### src/include/sacr_pkg.sv
package sacr_pkg;
   localparam int unsigned SACR_RESULT_W    = 16;
   localparam int unsigned SACR_HALF_W      = 8;
   localparam int unsigned SACR_CONV_EDGES  = 16;
   localparam int unsigned SACR_CNT_W       = 5;
   localparam logic [15:0] SACR_RESULT_RST  = 16'h0000;
   localparam logic [4:0]  SACR_CNT_RST     = 5'h00;
   localparam int unsigned SACR_CLK_MHZ     = 200;
   localparam int unsigned SACR_CONVERT_START_N_MIN_NS = 20;
   localparam int unsigned SACR_CONVERT_START_N_MIN_CYC =
      (SACR_CONVERT_START_N_MIN_NS * SACR_CLK_MHZ + 999) / 1000;
   typedef enum logic [1:0] {SACR_IDLE, SACR_ARMED, SACR_CONVERT} sacr_state_t;
endpackage

### src/hdl/sacr_top.sv
`timescale 1ns/100ps
// What this block does
// - convert_start_n falling with chip select low puts sample-hold into hold and starts conversion.
// - busy rises as conversion begins and stays high throughout.
// - busy falls once the result is latched into the output register.
// - data presented only while chip select and read strobe are both low.
// - half select 0 gives bits 15..0; 1 gives bits 15..8 on low lanes.
// - half select steers lanes directly; read strobe may stay low.
// - conversion starts at first conversion clock rise; 16 rises then latch.
// - further convert_start_n falls are ignored during a conversion.
// - data lines are high impedance unless chip select and read both low.
// - result word is binary twos complement.
module sacr_top
   import sacr_pkg::*;
(
   input  wire logic                     sys_clk_in,
   input  wire logic                     reset_in,
   input  wire logic                     conv_clk_in,
   input  wire logic                     convert_start_n_in,
   input  wire logic                     chip_select_n_in,
   input  wire logic                     read_n_in,
   input  wire logic                     half_select_in,
   input  wire logic [SACR_RESULT_W-1:0] sample_code_in,
   output logic                          hold_out,
   output logic                          busy_out,
   output logic [SACR_RESULT_W-1:0]      result_lines_out,
   output logic [SACR_RESULT_W-1:0]      result_lines_oe_out
);
   ////////////////////////////////////////////////////////////////////////////
   sacr_state_t               state_reg, state_next;
   logic                      convert_start_n_d_reg;
   logic                      conv_clk_d_reg;
   logic [SACR_CNT_W-1:0]     edge_cnt_reg, edge_cnt_next;
   logic [SACR_RESULT_W-1:0]  sample_reg, sample_next;
   logic [SACR_RESULT_W-1:0]  result_reg, result_next;
   logic                      hold_reg, busy_reg;
   logic [SACR_RESULT_W-1:0]  lines_reg, oe_reg;

   wire start_fall = convert_start_n_d_reg & ~convert_start_n_in & ~chip_select_n_in;
   wire clk_rise   = ~conv_clk_d_reg & conv_clk_in;
   wire last_edge  = clk_rise && (edge_cnt_reg == 5'(SACR_CONV_EDGES));
   wire read_en    = ~chip_select_n_in & ~read_n_in;
   // sample code already twos complement; passed unchanged
   wire [SACR_RESULT_W-1:0] lane_data = half_select_in ?
      {{SACR_HALF_W{1'b0}}, result_reg[15:8]} : result_reg;

   ////////////////////////////////////////////////////////////////////////////
   always_comb begin
      state_next   = state_reg;
      edge_cnt_next = edge_cnt_reg;
      sample_next  = sample_reg;
      result_next  = result_reg;
      unique case (state_reg)
         SACR_IDLE: begin
            if (start_fall) begin
               sample_next = sample_code_in;
               state_next  = SACR_ARMED;
            end
         end
         SACR_ARMED: begin
            if (clk_rise) begin
               edge_cnt_next = 5'h01;
               state_next    = SACR_CONVERT;
            end
         end
         SACR_CONVERT: begin
            if (last_edge) begin
               result_next   = sample_reg;
               edge_cnt_next = SACR_CNT_RST;
               state_next    = SACR_IDLE;
            end else if (clk_rise) begin
               edge_cnt_next = edge_cnt_reg + 5'h01;
            end
         end
      endcase
   end

   ////////////////////////////////////////////////////////////////////////////
   always_ff @(posedge sys_clk_in) begin
      if (reset_in) begin
         state_reg      <= SACR_IDLE;
         convert_start_n_d_reg   <= 1'b1;
         conv_clk_d_reg <= 1'b0;
         edge_cnt_reg   <= SACR_CNT_RST;
         sample_reg     <= SACR_RESULT_RST;
         result_reg     <= SACR_RESULT_RST;
         hold_reg       <= 1'b0;
         busy_reg       <= 1'b0;
         lines_reg      <= SACR_RESULT_RST;
         oe_reg         <= SACR_RESULT_RST;
      end else begin
         state_reg      <= state_next;
         convert_start_n_d_reg   <= convert_start_n_in;
         conv_clk_d_reg <= conv_clk_in;
         edge_cnt_reg   <= edge_cnt_next;
         sample_reg     <= sample_next;
         result_reg     <= result_next;
         hold_reg       <= (state_next != SACR_IDLE);
         busy_reg       <= (state_next != SACR_IDLE);
         lines_reg      <= read_en ? lane_data : SACR_RESULT_RST;
         oe_reg         <= read_en ? 16'hffff : 16'h0000;
      end
   end

   assign hold_out            = hold_reg;
   assign busy_out            = busy_reg;
   assign result_lines_out    = lines_reg;
   assign result_lines_oe_out = oe_reg;

   ////////////////////////////////////////////////////////////////////////////
   // tally of conversion clock rises kept apart from the state machine,
   // so the latch point is checked by a second, independent count
   logic [SACR_CNT_W-1:0] chk_rises_reg;
   wire                   start_refused =
      convert_start_n_d_reg & ~convert_start_n_in & chip_select_n_in;

   always_ff @(posedge sys_clk_in) begin
      if (reset_in) begin
         chk_rises_reg <= SACR_CNT_RST;
      end else if (!busy_reg) begin
         chk_rises_reg <= SACR_CNT_RST;
      end else if (clk_rise) begin
         chk_rises_reg <= chk_rises_reg + 5'h01;
      end
   end

   ////////////////////////////////////////////////////////////////////////////
   a_busy_rise: assert property (@(posedge sys_clk_in) disable iff (reset_in)
      (state_reg == SACR_IDLE && start_fall) |=> busy_out)
      else $error("busy did not rise after start");
   a_busy_hold: assert property (@(posedge sys_clk_in) disable iff (reset_in)
      (busy_out && !$past(last_edge)) |-> ##0 (state_reg != SACR_IDLE))
      else $error("busy high with no conversion");
   a_busy_fall: assert property (@(posedge sys_clk_in) disable iff (reset_in)
      last_edge |=> (!busy_out && result_reg == $past(sample_reg)))
      else $error("busy not low after latch");
   a_hold_start: assert property (@(posedge sys_clk_in) disable iff (reset_in)
      (state_reg == SACR_IDLE && start_fall) |=> hold_out)
      else $error("hold not entered");
   a_start_ign: assert property (@(posedge sys_clk_in) disable iff (reset_in)
      (state_reg == SACR_CONVERT && !last_edge) |=> $stable(sample_reg))
      else $error("start accepted mid conversion");
   a_edge_count: assert property (@(posedge sys_clk_in) disable iff (reset_in)
      last_edge |-> edge_cnt_reg == 5'd16)
      else $error("latch not on sixteenth edge");
   a_result_keep: assert property (@(posedge sys_clk_in) disable iff (reset_in)
      !last_edge |=> $stable(result_reg))
      else $error("result changed outside latch");
   a_tristate: assert property (@(posedge sys_clk_in) disable iff (reset_in)
      !read_en |=> (result_lines_oe_out == 16'h0000))
      else $error("lines driven while not read");
   a_lane_sel: assert property (@(posedge sys_clk_in) disable iff (reset_in)
      (read_en && half_select_in) |=>
         (result_lines_out == {8'h00, $past(result_reg[15:8])}))
      else $error("upper half not on low lanes");
   a_read_full: assert property (@(posedge sys_clk_in) disable iff (reset_in)
      (read_en && !half_select_in) |=>
         (result_lines_out == $past(result_reg) && result_lines_oe_out == 16'hffff))
      else $error("full word not presented");

   c_conv_done: cover property (@(posedge sys_clk_in) disable iff (reset_in) last_edge);
   c_half_read: cover property (@(posedge sys_clk_in) disable iff (reset_in)
      read_en && half_select_in ##1 read_en && !half_select_in);
   c_ignored:   cover property (@(posedge sys_clk_in) disable iff (reset_in)
      state_reg == SACR_CONVERT && start_fall);

   c_full_read: cover property (@(posedge sys_clk_in) disable iff (reset_in)
      read_en && !half_select_in);
   c_cs_refused: cover property (@(posedge sys_clk_in) disable iff (reset_in)
      state_reg == SACR_IDLE && start_refused);

   ////////////////////////////////////////////////////////////////////////////
   // conversion sequencing: first rise starts, sixteen more complete

   a_rise_count: assert property (@(posedge sys_clk_in) disable iff (reset_in)
      $fell(busy_out) |->
         (chk_rises_reg == 5'(SACR_CONV_EDGES + 1)))
      else $error("busy fell on wrong clock rise");

   a_first_rise: assert property (@(posedge sys_clk_in) disable iff (reset_in)
      (state_reg == SACR_ARMED && clk_rise) |=>
         (state_reg == SACR_CONVERT && edge_cnt_reg == 5'h01))
      else $error("conversion did not begin on clock rise");

   a_armed_keep: assert property (@(posedge sys_clk_in) disable iff (reset_in)
      (state_reg == SACR_ARMED) |=>
         ($stable(sample_reg) && busy_out))
      else $error("start accepted while armed");

   a_busy_stay: assert property (@(posedge sys_clk_in) disable iff (reset_in)
      (busy_out && !last_edge) |=>
         busy_out)
      else $error("busy dropped mid conversion");

   a_hold_drop: assert property (@(posedge sys_clk_in) disable iff (reset_in)
      last_edge |=>
         !hold_out)
      else $error("hold kept after latch");

   a_sample_take: assert property (@(posedge sys_clk_in) disable iff (reset_in)
      (state_reg == SACR_IDLE && start_fall) |=>
         (sample_reg == $past(sample_code_in)))
      else $error("sample not captured at start");

   a_cs_refuse: assert property (@(posedge sys_clk_in) disable iff (reset_in)
      (state_reg == SACR_IDLE && start_refused) |=>
         (!busy_out && !hold_out))
      else $error("start taken without chip select");

   ////////////////////////////////////////////////////////////////////////////
   // read path

   a_lanes_quiet: assert property (@(posedge sys_clk_in) disable iff (reset_in)
      !read_en |=>
         (result_lines_out == 16'h0000))
      else $error("lanes carry data while not read");

   a_read_drive: assert property (@(posedge sys_clk_in) disable iff (reset_in)
      read_en |=>
         (result_lines_oe_out == 16'hffff))
      else $error("lanes not driven during read");
endmodule // sacr_top

### config.mk
export PLATFORM = sky130hd
export DESIGN_NAME = sacr_top
export DESIGN_NICKNAME = d
export VERILOG_FILES = /design/src/include/sacr_pkg.sv /design/src/hdl/sacr_top.sv
export SDC_FILE = /design/constraint.sdc
export NUM_CORES = 1
export LEC_CHECK = 0
export BUFFER_PORTS_ARGS = -buffer_cell sky130_fd_sc_hd__clkbuf_2
export CAP_MARGIN = 40
export CORE_ASPECT_RATIO = 0.7
export CORE_UTILIZATION = 30
export CTS_BUF_LIST = sky130_fd_sc_hd__clkbuf_4
export DETAILED_ROUTE_END_ITERATION = 10
export PLACE_DENSITY = 0.61
export SYNTH_ARGS = -nofsm -noshare
export SYNTH_HDL_FRONTEND = slang
export SYNTH_SLANG_ARGS = --single-unit
export TNS_END_PERCENT = 30
### constraint.sdc
create_clock -name sys_clk_in -period 2.45 [get_ports sys_clk_in]
set_input_delay 0 -clock sys_clk_in [delete_from_list [all_inputs] [get_ports sys_clk_in]]
set_output_delay 0 -clock sys_clk_in [all_outputs]
set_load 0.005 [all_outputs]
# Word-level counts from Yosys, hierarchy flattened
# Cells that the tools add are included.
[classes]
add_sub_neg = 1
n_eq_ne = 5
mux = 10
n_bitwise = 9
reduce_logical = 9
[ops]
columns = ["cell", "count"]
rows = [
  ["$mux 16", 1],
  ["$mux 5", 3],
  ["$pmux 5 s2", 1],
  ["$mux 8", 1],
  ["$mux 2", 3],
  ["$pmux 2 s3", 1],
  ["$add 5x1->5 const B", 1],
  ["$eq 5x5->1 const B", 1],
  ["$not 1->1", 5],
  ["$and 1x1->1", 4],
  ["$reduce_and 2->1", 2],
  ["$reduce_bool 2->1", 2],
  ["$ne 3x3->1 const B", 1],
  ["$reduce_and 3->1", 1],
  ["$reduce_or 3->1", 1],
  ["$eq 2x1->1 const B", 1],
  ["$eq 2x2->1 const B", 1],
  ["$logic_not 2->1", 1],
  ["$ne 2x2->1 const B", 1],
  ["$reduce_or 2->1", 1],
  ["$logic_and 1x1->1", 1],
]
[totals]
ff_bits = 74
out_inout_bits = 34
word_cells = 44

# Depth between registers and ports, before layout
# Gate-level depths: netlist of the first run.
[logic_depth]
ltp_word = 6
depth_mapped = 8

# Least setup slack after synthesis of the first run
# No wires, ideal clock.
[synth_path]
path_type = "reg-to-reg"
startpoint = "reg state_reg[0]"
endpoint = "reg busy_reg (netlist: busy_out)"
setup_time_ns = 0.127
arrival_ns = 1.480
required_time_ns = 2.323
slack_ns = 0.842
path_stages_with_launch = 7
path_buffers = 1
synth_period_minus_slack_ns = 1.608
path_cell_list = "dfxtp_1 > inv_1 > ha_1 > buf_2 > or2_2 > o2111ai_1 > or3b_1"
[synth_via]
elab_chain_len = 3
word_cells_on_any_way = 8
cone_classes = "2 x eq/ne; 4 x mux; 2 x reduce/logical"
[synth_lines]
columns = ["item", "line", "source"]
rows = [
  ["from (decl)", "sacr_top.sv:30", "sacr_state_t state_reg, state_next;"],
  ["from (signal assigned)", "sacr_top.sv:92", "state_reg <= state_next;"],
  ["$eq 2x2->1, or another cell as far along", "sacr_top.sv:53", "unique case (state_reg)"],
  ["$pmux 2 s3 *", "sacr_top.sv:53", ""],
  ["$reduce_bool 2->1 *", "sacr_top.sv:99", "busy_reg <= (state_next != SACR_IDLE);"],
  ["to (signal assigned)", "sacr_top.sv:99", ""],
  ["to (decl)", "sacr_top.sv:36", "logic hold_reg, busy_reg;"],
]
# Mark *: on every way between the ends. The rest lies on a longest branch, timed or not.
# A chain may end at the register's enable or synchronous reset.

# Worst setup path after layout of the first run
# Same ends and word-level chain as after synthesis.

==> results of run 1 <==
==> where the power goes <==
group / switching, mW / internal (mW)
Sequential: 0.0124 / 0.976
Combinational: 0.0659 / 0.0631
Clock: 0.380 / 0.525
Total: 0.458 / 1.56
==> cell usage after synthesis, types with 2 or more instances <==
master,number,area (µm²)
and2_1,9,56.3
ha_1,5,62.6
buf_2,4,20.0
and3_2,2,15.0
mux2i_1,9,90.1
nand2b_1,2,12.5
a32oi_1,2,17.5
nor2b_1,3,18.8
a21oi_1,34,170
buf_6,2,22.5
nand2_1,68,255
nor2_1,11,41.3
or2_2,2,12.5
clkbuf_1,6,22.5
inv_1,6,22.5
dfxtp_1,59,1180
nand3_1,4,20.0
buf_4,17,128
==> cells by family after synthesis <==
kind of cell	Yosys count
AOI/OAI and AO/OA	42
DFF	59
buffers and inverters	37
xor gates and xnor gates	1
muxes	10
and+or+nand+nor	113
adders and majority gates	5
==> per-layer routing <==
layer / wire, µm / vias to the layer above / share of wire
met5: 0 / - / 0
met4: 40 / 0 / 0.0082
met3: 302 / 4 / 0.062
met2: 2030 / 59 / 0.42
met1: 2490 / 855 / 0.51
li1: - / 974 / -
==> worst max-delay path by stage <==
stage            startpoint              to  slack (ns)  depth (start not counted)
6_report       state_reg[0]        busy_out        0.67                          5
5_1_grt        state_reg[0]  result_reg[12]        0.51                          5
4_1_cts        state_reg[0]        busy_out        0.71                          5
3_5_place_dp   state_reg[0]        busy_out        0.73                          5
3_3_place_gp   state_reg[0]        busy_out        0.81                          5
2_1_floorplan  state_reg[0]        busy_out        0.84                          6
==> critical path, cell delays in order (launching register included) <==
cell and delay (ns):
dfxtp_1 0.39, inv_1 0.09, ha_1 0.31, or2_2 0.36
o2111ai_1 0.15, or3b_1 0.36
==> final cells by class <==
type                    count  share of cell area
flip-flops and latches     59               0.403
repair buffers             75               0.160
clock inverters             7              0.0423
clock buffers               9              0.0231
multi-input cells         171               0.322
inverters                   6             0.00769
well taps                  98              0.0419
==> stage by stage <==
step / std cells / worst slack (ns) / hold slack [ns] / cell area, µm²
finish: 425 / 0.675 / 0.0460 / 2930
global route: 425 / 0.513 / 0.0273 / 2930
CTS: 425 / 0.707 / 0.0190 / 2930
detailed placement: 391 / 0.726 / 0.231 / 2560
global placement: 391 / 0.809 / 0.215 / 2560
floorplan: 267 / 0.842 / 0.104 / 2360
==> impl_metrics.tcl, run 1 <==
set metrics [dict create \
    status "finished, final reports clean" \
    worstHoldStart "reset_in" \
    synthSimpleGateAreaFrac 0.225 \
    critPathKind "flip-flop to flip-flop" \
    fin_skew_ns 0.00654 \
    drc_errors 0 \
    postSynthAreaPerCell_um2 8.84 \
    wire_per_inst_um 11.4 \
    drive_above_1_share 0.251 \
    die-area_mm2 0.00823 \
    fillCellCount 767 \
    fmax_ghz 0.563 \
    final_core_util 0.393 \
    drt_pass1_iterations 4 \
    root_buffer "clkbuf_4" \
    ios 57 \
    via_count 1892 \
    hold_path.class "input port to flip-flop" \
    power.density_mw_per_mm2 690 \
    initial_utilization 0.317 \
    antenna_cells 0 \
    max_cap_violations 0 \
    finalSetupViolations 0 \
    drt_iter0_markers 42 \
    cts_max_level 3 \
    final.setup.tns_ns 0 \
    hold_buffers 18 \
    avgViaCountPerCell 4.45 \
    holdPathEnd "result_reg[3]" \
    synth-xor-area-share 0.00371 \
    ys.flop_type "dfxtp_1" \
    finalCritPeriodShare 0.725 \
    relSlewSlack 0.588 \
    worstPathMaxFanout 10 \
    async_flop_share 0 \
    p_leak_nw 1.21 \
    register_area_mm2 0.00118 \
    grt_overflow 0 \
    drv_slew 0 \
    postCtsResizedCells 0 \
    busiest_layer "met2" \
    antenna_found_initial 0 \
    vdd_drop_max_mv 0.280 \
    ant_nets 0 \
    synthesis.area_mm2 0.00236 \
    synth_top_family_by_area "simple AND/OR/NAND/NOR gates" \
    worst_setup_path_end_kind "flip-flop" \
    syn_to_final_growth_pct 24.1 \
    crit_required_ns 2.74 \
    use_met2 0.182 \
    place_congestion 0.759 \
    hold_violations 0 \
    r2r.worst_path.cells 5 \
    clock-sinks 59 \
    yosys_warnings 0 \
    rr_endpoint "busy_out" \
    numCtsBuffers 9 \
    multi_input_area_um2 943 \
    syn_inst 267 \
    layout.nets 350 \
    rows 26 \
    track_usage 0.126 \
    routed_wl_um 4860 \
    port_buffers 56 \
    final_cell_mix "68 x nand2_1, 59 x dfxtp_1, 56 x clkbuf_2" \
    synth_compound_area_frac 0.102 \
    synth_edf_count 0 \
    synth_nets 295 \
    design.core.area_mm2 0.00745 \
    post_cts_buffers 0 \
    worstSkewPairLatency_ns 0.39 \
    synth_cell_types 40 \
    die_h_um 76.2 \
    cp_data_arrival_time_ns 2.06 \
    rsz0062_at_grt "no" \
    dieWidth_um 108 \
    synth.area.mux_share 0.0429 \
    tightest_slew_ns 0.618 \
    cts_buffer_depth 2 \
    ys_ff_latch 59 \
    r2r_slack_ns 0.67 \
    synth.yosys.seq_area_share 0.501 \
    cts_tree "done" \
    power_mw 2.02 \
    dpl.hpwl_um 3500 \
    synth_fa_ha_area_frac 0.0265 \
    grt_max_degree 25 \
    hold_path_depth 2 \
    grt_first_pass_wirelength_um 7990 \
    grt_pass1_vias 1731 \
    regToRegStartpoint "state_reg[0]" \
    path_clk_slew_ns 0.10 \
    critPathLaunchType "flip-flop" \
    period_needed_ns 1.78 \
    final_common_cell "nand2_1" \
    met1_usage 0.169 \
    use_met3 0.0462 \
]
(Power assumes the default switching activity.)
==> run 2: changes to the inputs <==
==> constraint.sdc (replaced) <==
create_clock -name sys_clk_in -period 1.7 [get_ports sys_clk_in]
set_input_delay 0 -clock sys_clk_in [delete_from_list [all_inputs] [get_ports sys_clk_in]]
set_output_delay 0 -clock sys_clk_in [all_outputs]
set_load 0.005 [all_outputs]
==> impl_metrics.tcl, run 2 (synthesized netlist as in run 1, its figures left out) <==
set metrics [dict create \
    final.setup.tns_ns 0 \
    drc_errors 0 \
    regToRegStartpoint "state_reg[0]" \
    cts_tree "done" \
    rows 26 \
    grt_first_pass_wirelength_um 8180 \
    p_sw_frac 0.244 \
    ant_nets 0 \
    worstPathMaxFanout 4 \
    worstSkewPairLatency_ns 0.41 \
    critPathKind "flip-flop to flip-flop" \
    drt_pass1_iterations 5 \
    cts_buffer_depth 2 \
    hold_path.class "input port to flip-flop" \
    avgViaCountPerCell 4.32 \
    layout.nets 359 \
    clockPowerShare 0.418 \
    grt_pass1_vias 1696 \
    final_cell_mix "68 x nand2_1, 56 x clkbuf_2, 55 x dfxtp_1" \
    vdd_drop_max_mv 0.266 \
    finalCritPeriodShare 0.976 \
    syn_to_final_growth_pct 28.2 \
    hold_violations 0 \
    clock-sinks 59 \
    port_buffers 56 \
    cp_data_arrival_time_ns 1.95 \
    holdPathEnd "result_lines_out[1]" \
    path_clk_slew_ns 0.11 \
    die-area_mm2 0.00823 \
    r2r.worst_path.cells 5 \
    critPathLaunchType "flip-flop" \
    final_common_cell "nand2_1" \
    max_cap_violations 0 \
    drive_above_1_share 0.286 \
    finalSetupViolations 0 \
    die_h_um 76.2 \
    pre_cts_ws_ns 0.0295 \
    worst_setup_path_end_kind "flip-flop" \
    power.internal_mw 2.12 \
    routed_wl_um 5030 \
    cts_max_level 3 \
    design.core.area_mm2 0.00745 \
    worstHoldStart "half_select_in" \
    power.density_mw_per_mm2 926 \
    numCtsBuffers 9 \
    grt_max_degree 40 \
    tightest_slew_ns 0.396 \
    period_needed_ns 1.66 \
    post_cts_buffers 0 \
    r2r_slack_ns 0.04 \
    relSlewSlack 0.733 \
    root_buffer "clkbuf_4" \
    dpl.hpwl_um 3490 \
    power.switching_mw 0.684 \
    fin_skew_ns 0.0134 \
    crit_required_ns 1.99 \
    fmax_ghz 0.603 \
    power_mw 2.80 \
    whs_ns 0.0842 \
    seqPwrFrac 0.508 \
    initial_utilization 0.317 \
    dieWidth_um 108 \
    drt_iter0_markers 74 \
    drv_slew 0 \
    antenna_found_initial 0 \
    antenna_cells 0 \
    wire_per_inst_um 11.6 \
    status "finished, final reports clean" \
    via_count 1877 \
    place_congestion 0.765 \
    ios 57 \
    track_usage 0.131 \
    rr_endpoint "busy_out" \
    grt_overflow 0 \
    p_leak_nw 1.25 \
    hold_path_depth 3 \
    setup_ws_ns 0.0410 \
    final_core_util 0.406 \
    combPwrFrac 0.074 \
]
## run 2: worst max path at each step
stage | from | slack, ns | end | cells after the start
after global routing | state_reg[1] | -0.03 | busy_out | 6
after CTS | state_reg[0] | 0.006 | busy_out | 6
after floorplan | state_reg[0] | 0.09 | busy_out | 6
after detailed placement | state_reg[1] | 0.03 | busy_out | 6
final | state_reg[0] | 0.04 | busy_out | 5
after global placement | state_reg[0] | 0.15 | busy_out | 5
## run 2: what timing repair did
action	in CTS	in global routing
resized for setup	1	6
endpoints found under the hold margin	20	0
pin swaps	0	3
hold buffers	20	0
setup endpoints to repair	1	2
## run 2: power by group through the flow
stage / clock network, mW / registers [mW] / logic, mW
6_report: 1.17 / 1.42 / 0.206
5_1_grt: 1.29 / 1.43 / 0.230
4_1_cts: 1.21 / 1.42 / 0.203
3_5_place_dp: 0 / 1.46 / 0.167
3_3_place_gp: 0 / 1.46 / 0.164
2_1_floorplan: 0 / 1.45 / 0.119
## run 2: worst max-delay path, cell delays in order (launching register included)
cell and delay [ns]:
dfxtp_2 0.36, inv_1 0.06, ha_1 0.25, or2_2 0.34, o2111ai_1 0.15, or3b_1 0.39
## run 2: per-stage QoR
stage / instances / area, µm²
floorplan: 267 / 2360
global placement: 398 / 2640
detailed placement: 398 / 2640
CTS: 434 / 3000
global route: 434 / 3020
finish: 434 / 3020
## run 2: cell type report
type	instances	area, µm²
multi-input cells	171	960
well taps	98	123
repair buffers	84	566
clock buffers	9	67.6
inverters	6	22.5
fillers	760	4430
flip-flops and latches	59	1190
clock inverters	7	100
## run 2: metal layers
| layer | routed length, µm | vias up | global-route usage |
|---|---|---|---|
| li1 | - | 992 | - |
| met1 | 2650 | 824 | 0.181 |
| met2 | 2030 | 57 | 0.178 |
| met3 | 315 | 4 | 0.0616 |
| met4 | 34 | 0 | 0.0411 |
| met5 | 0 | - | 0 |
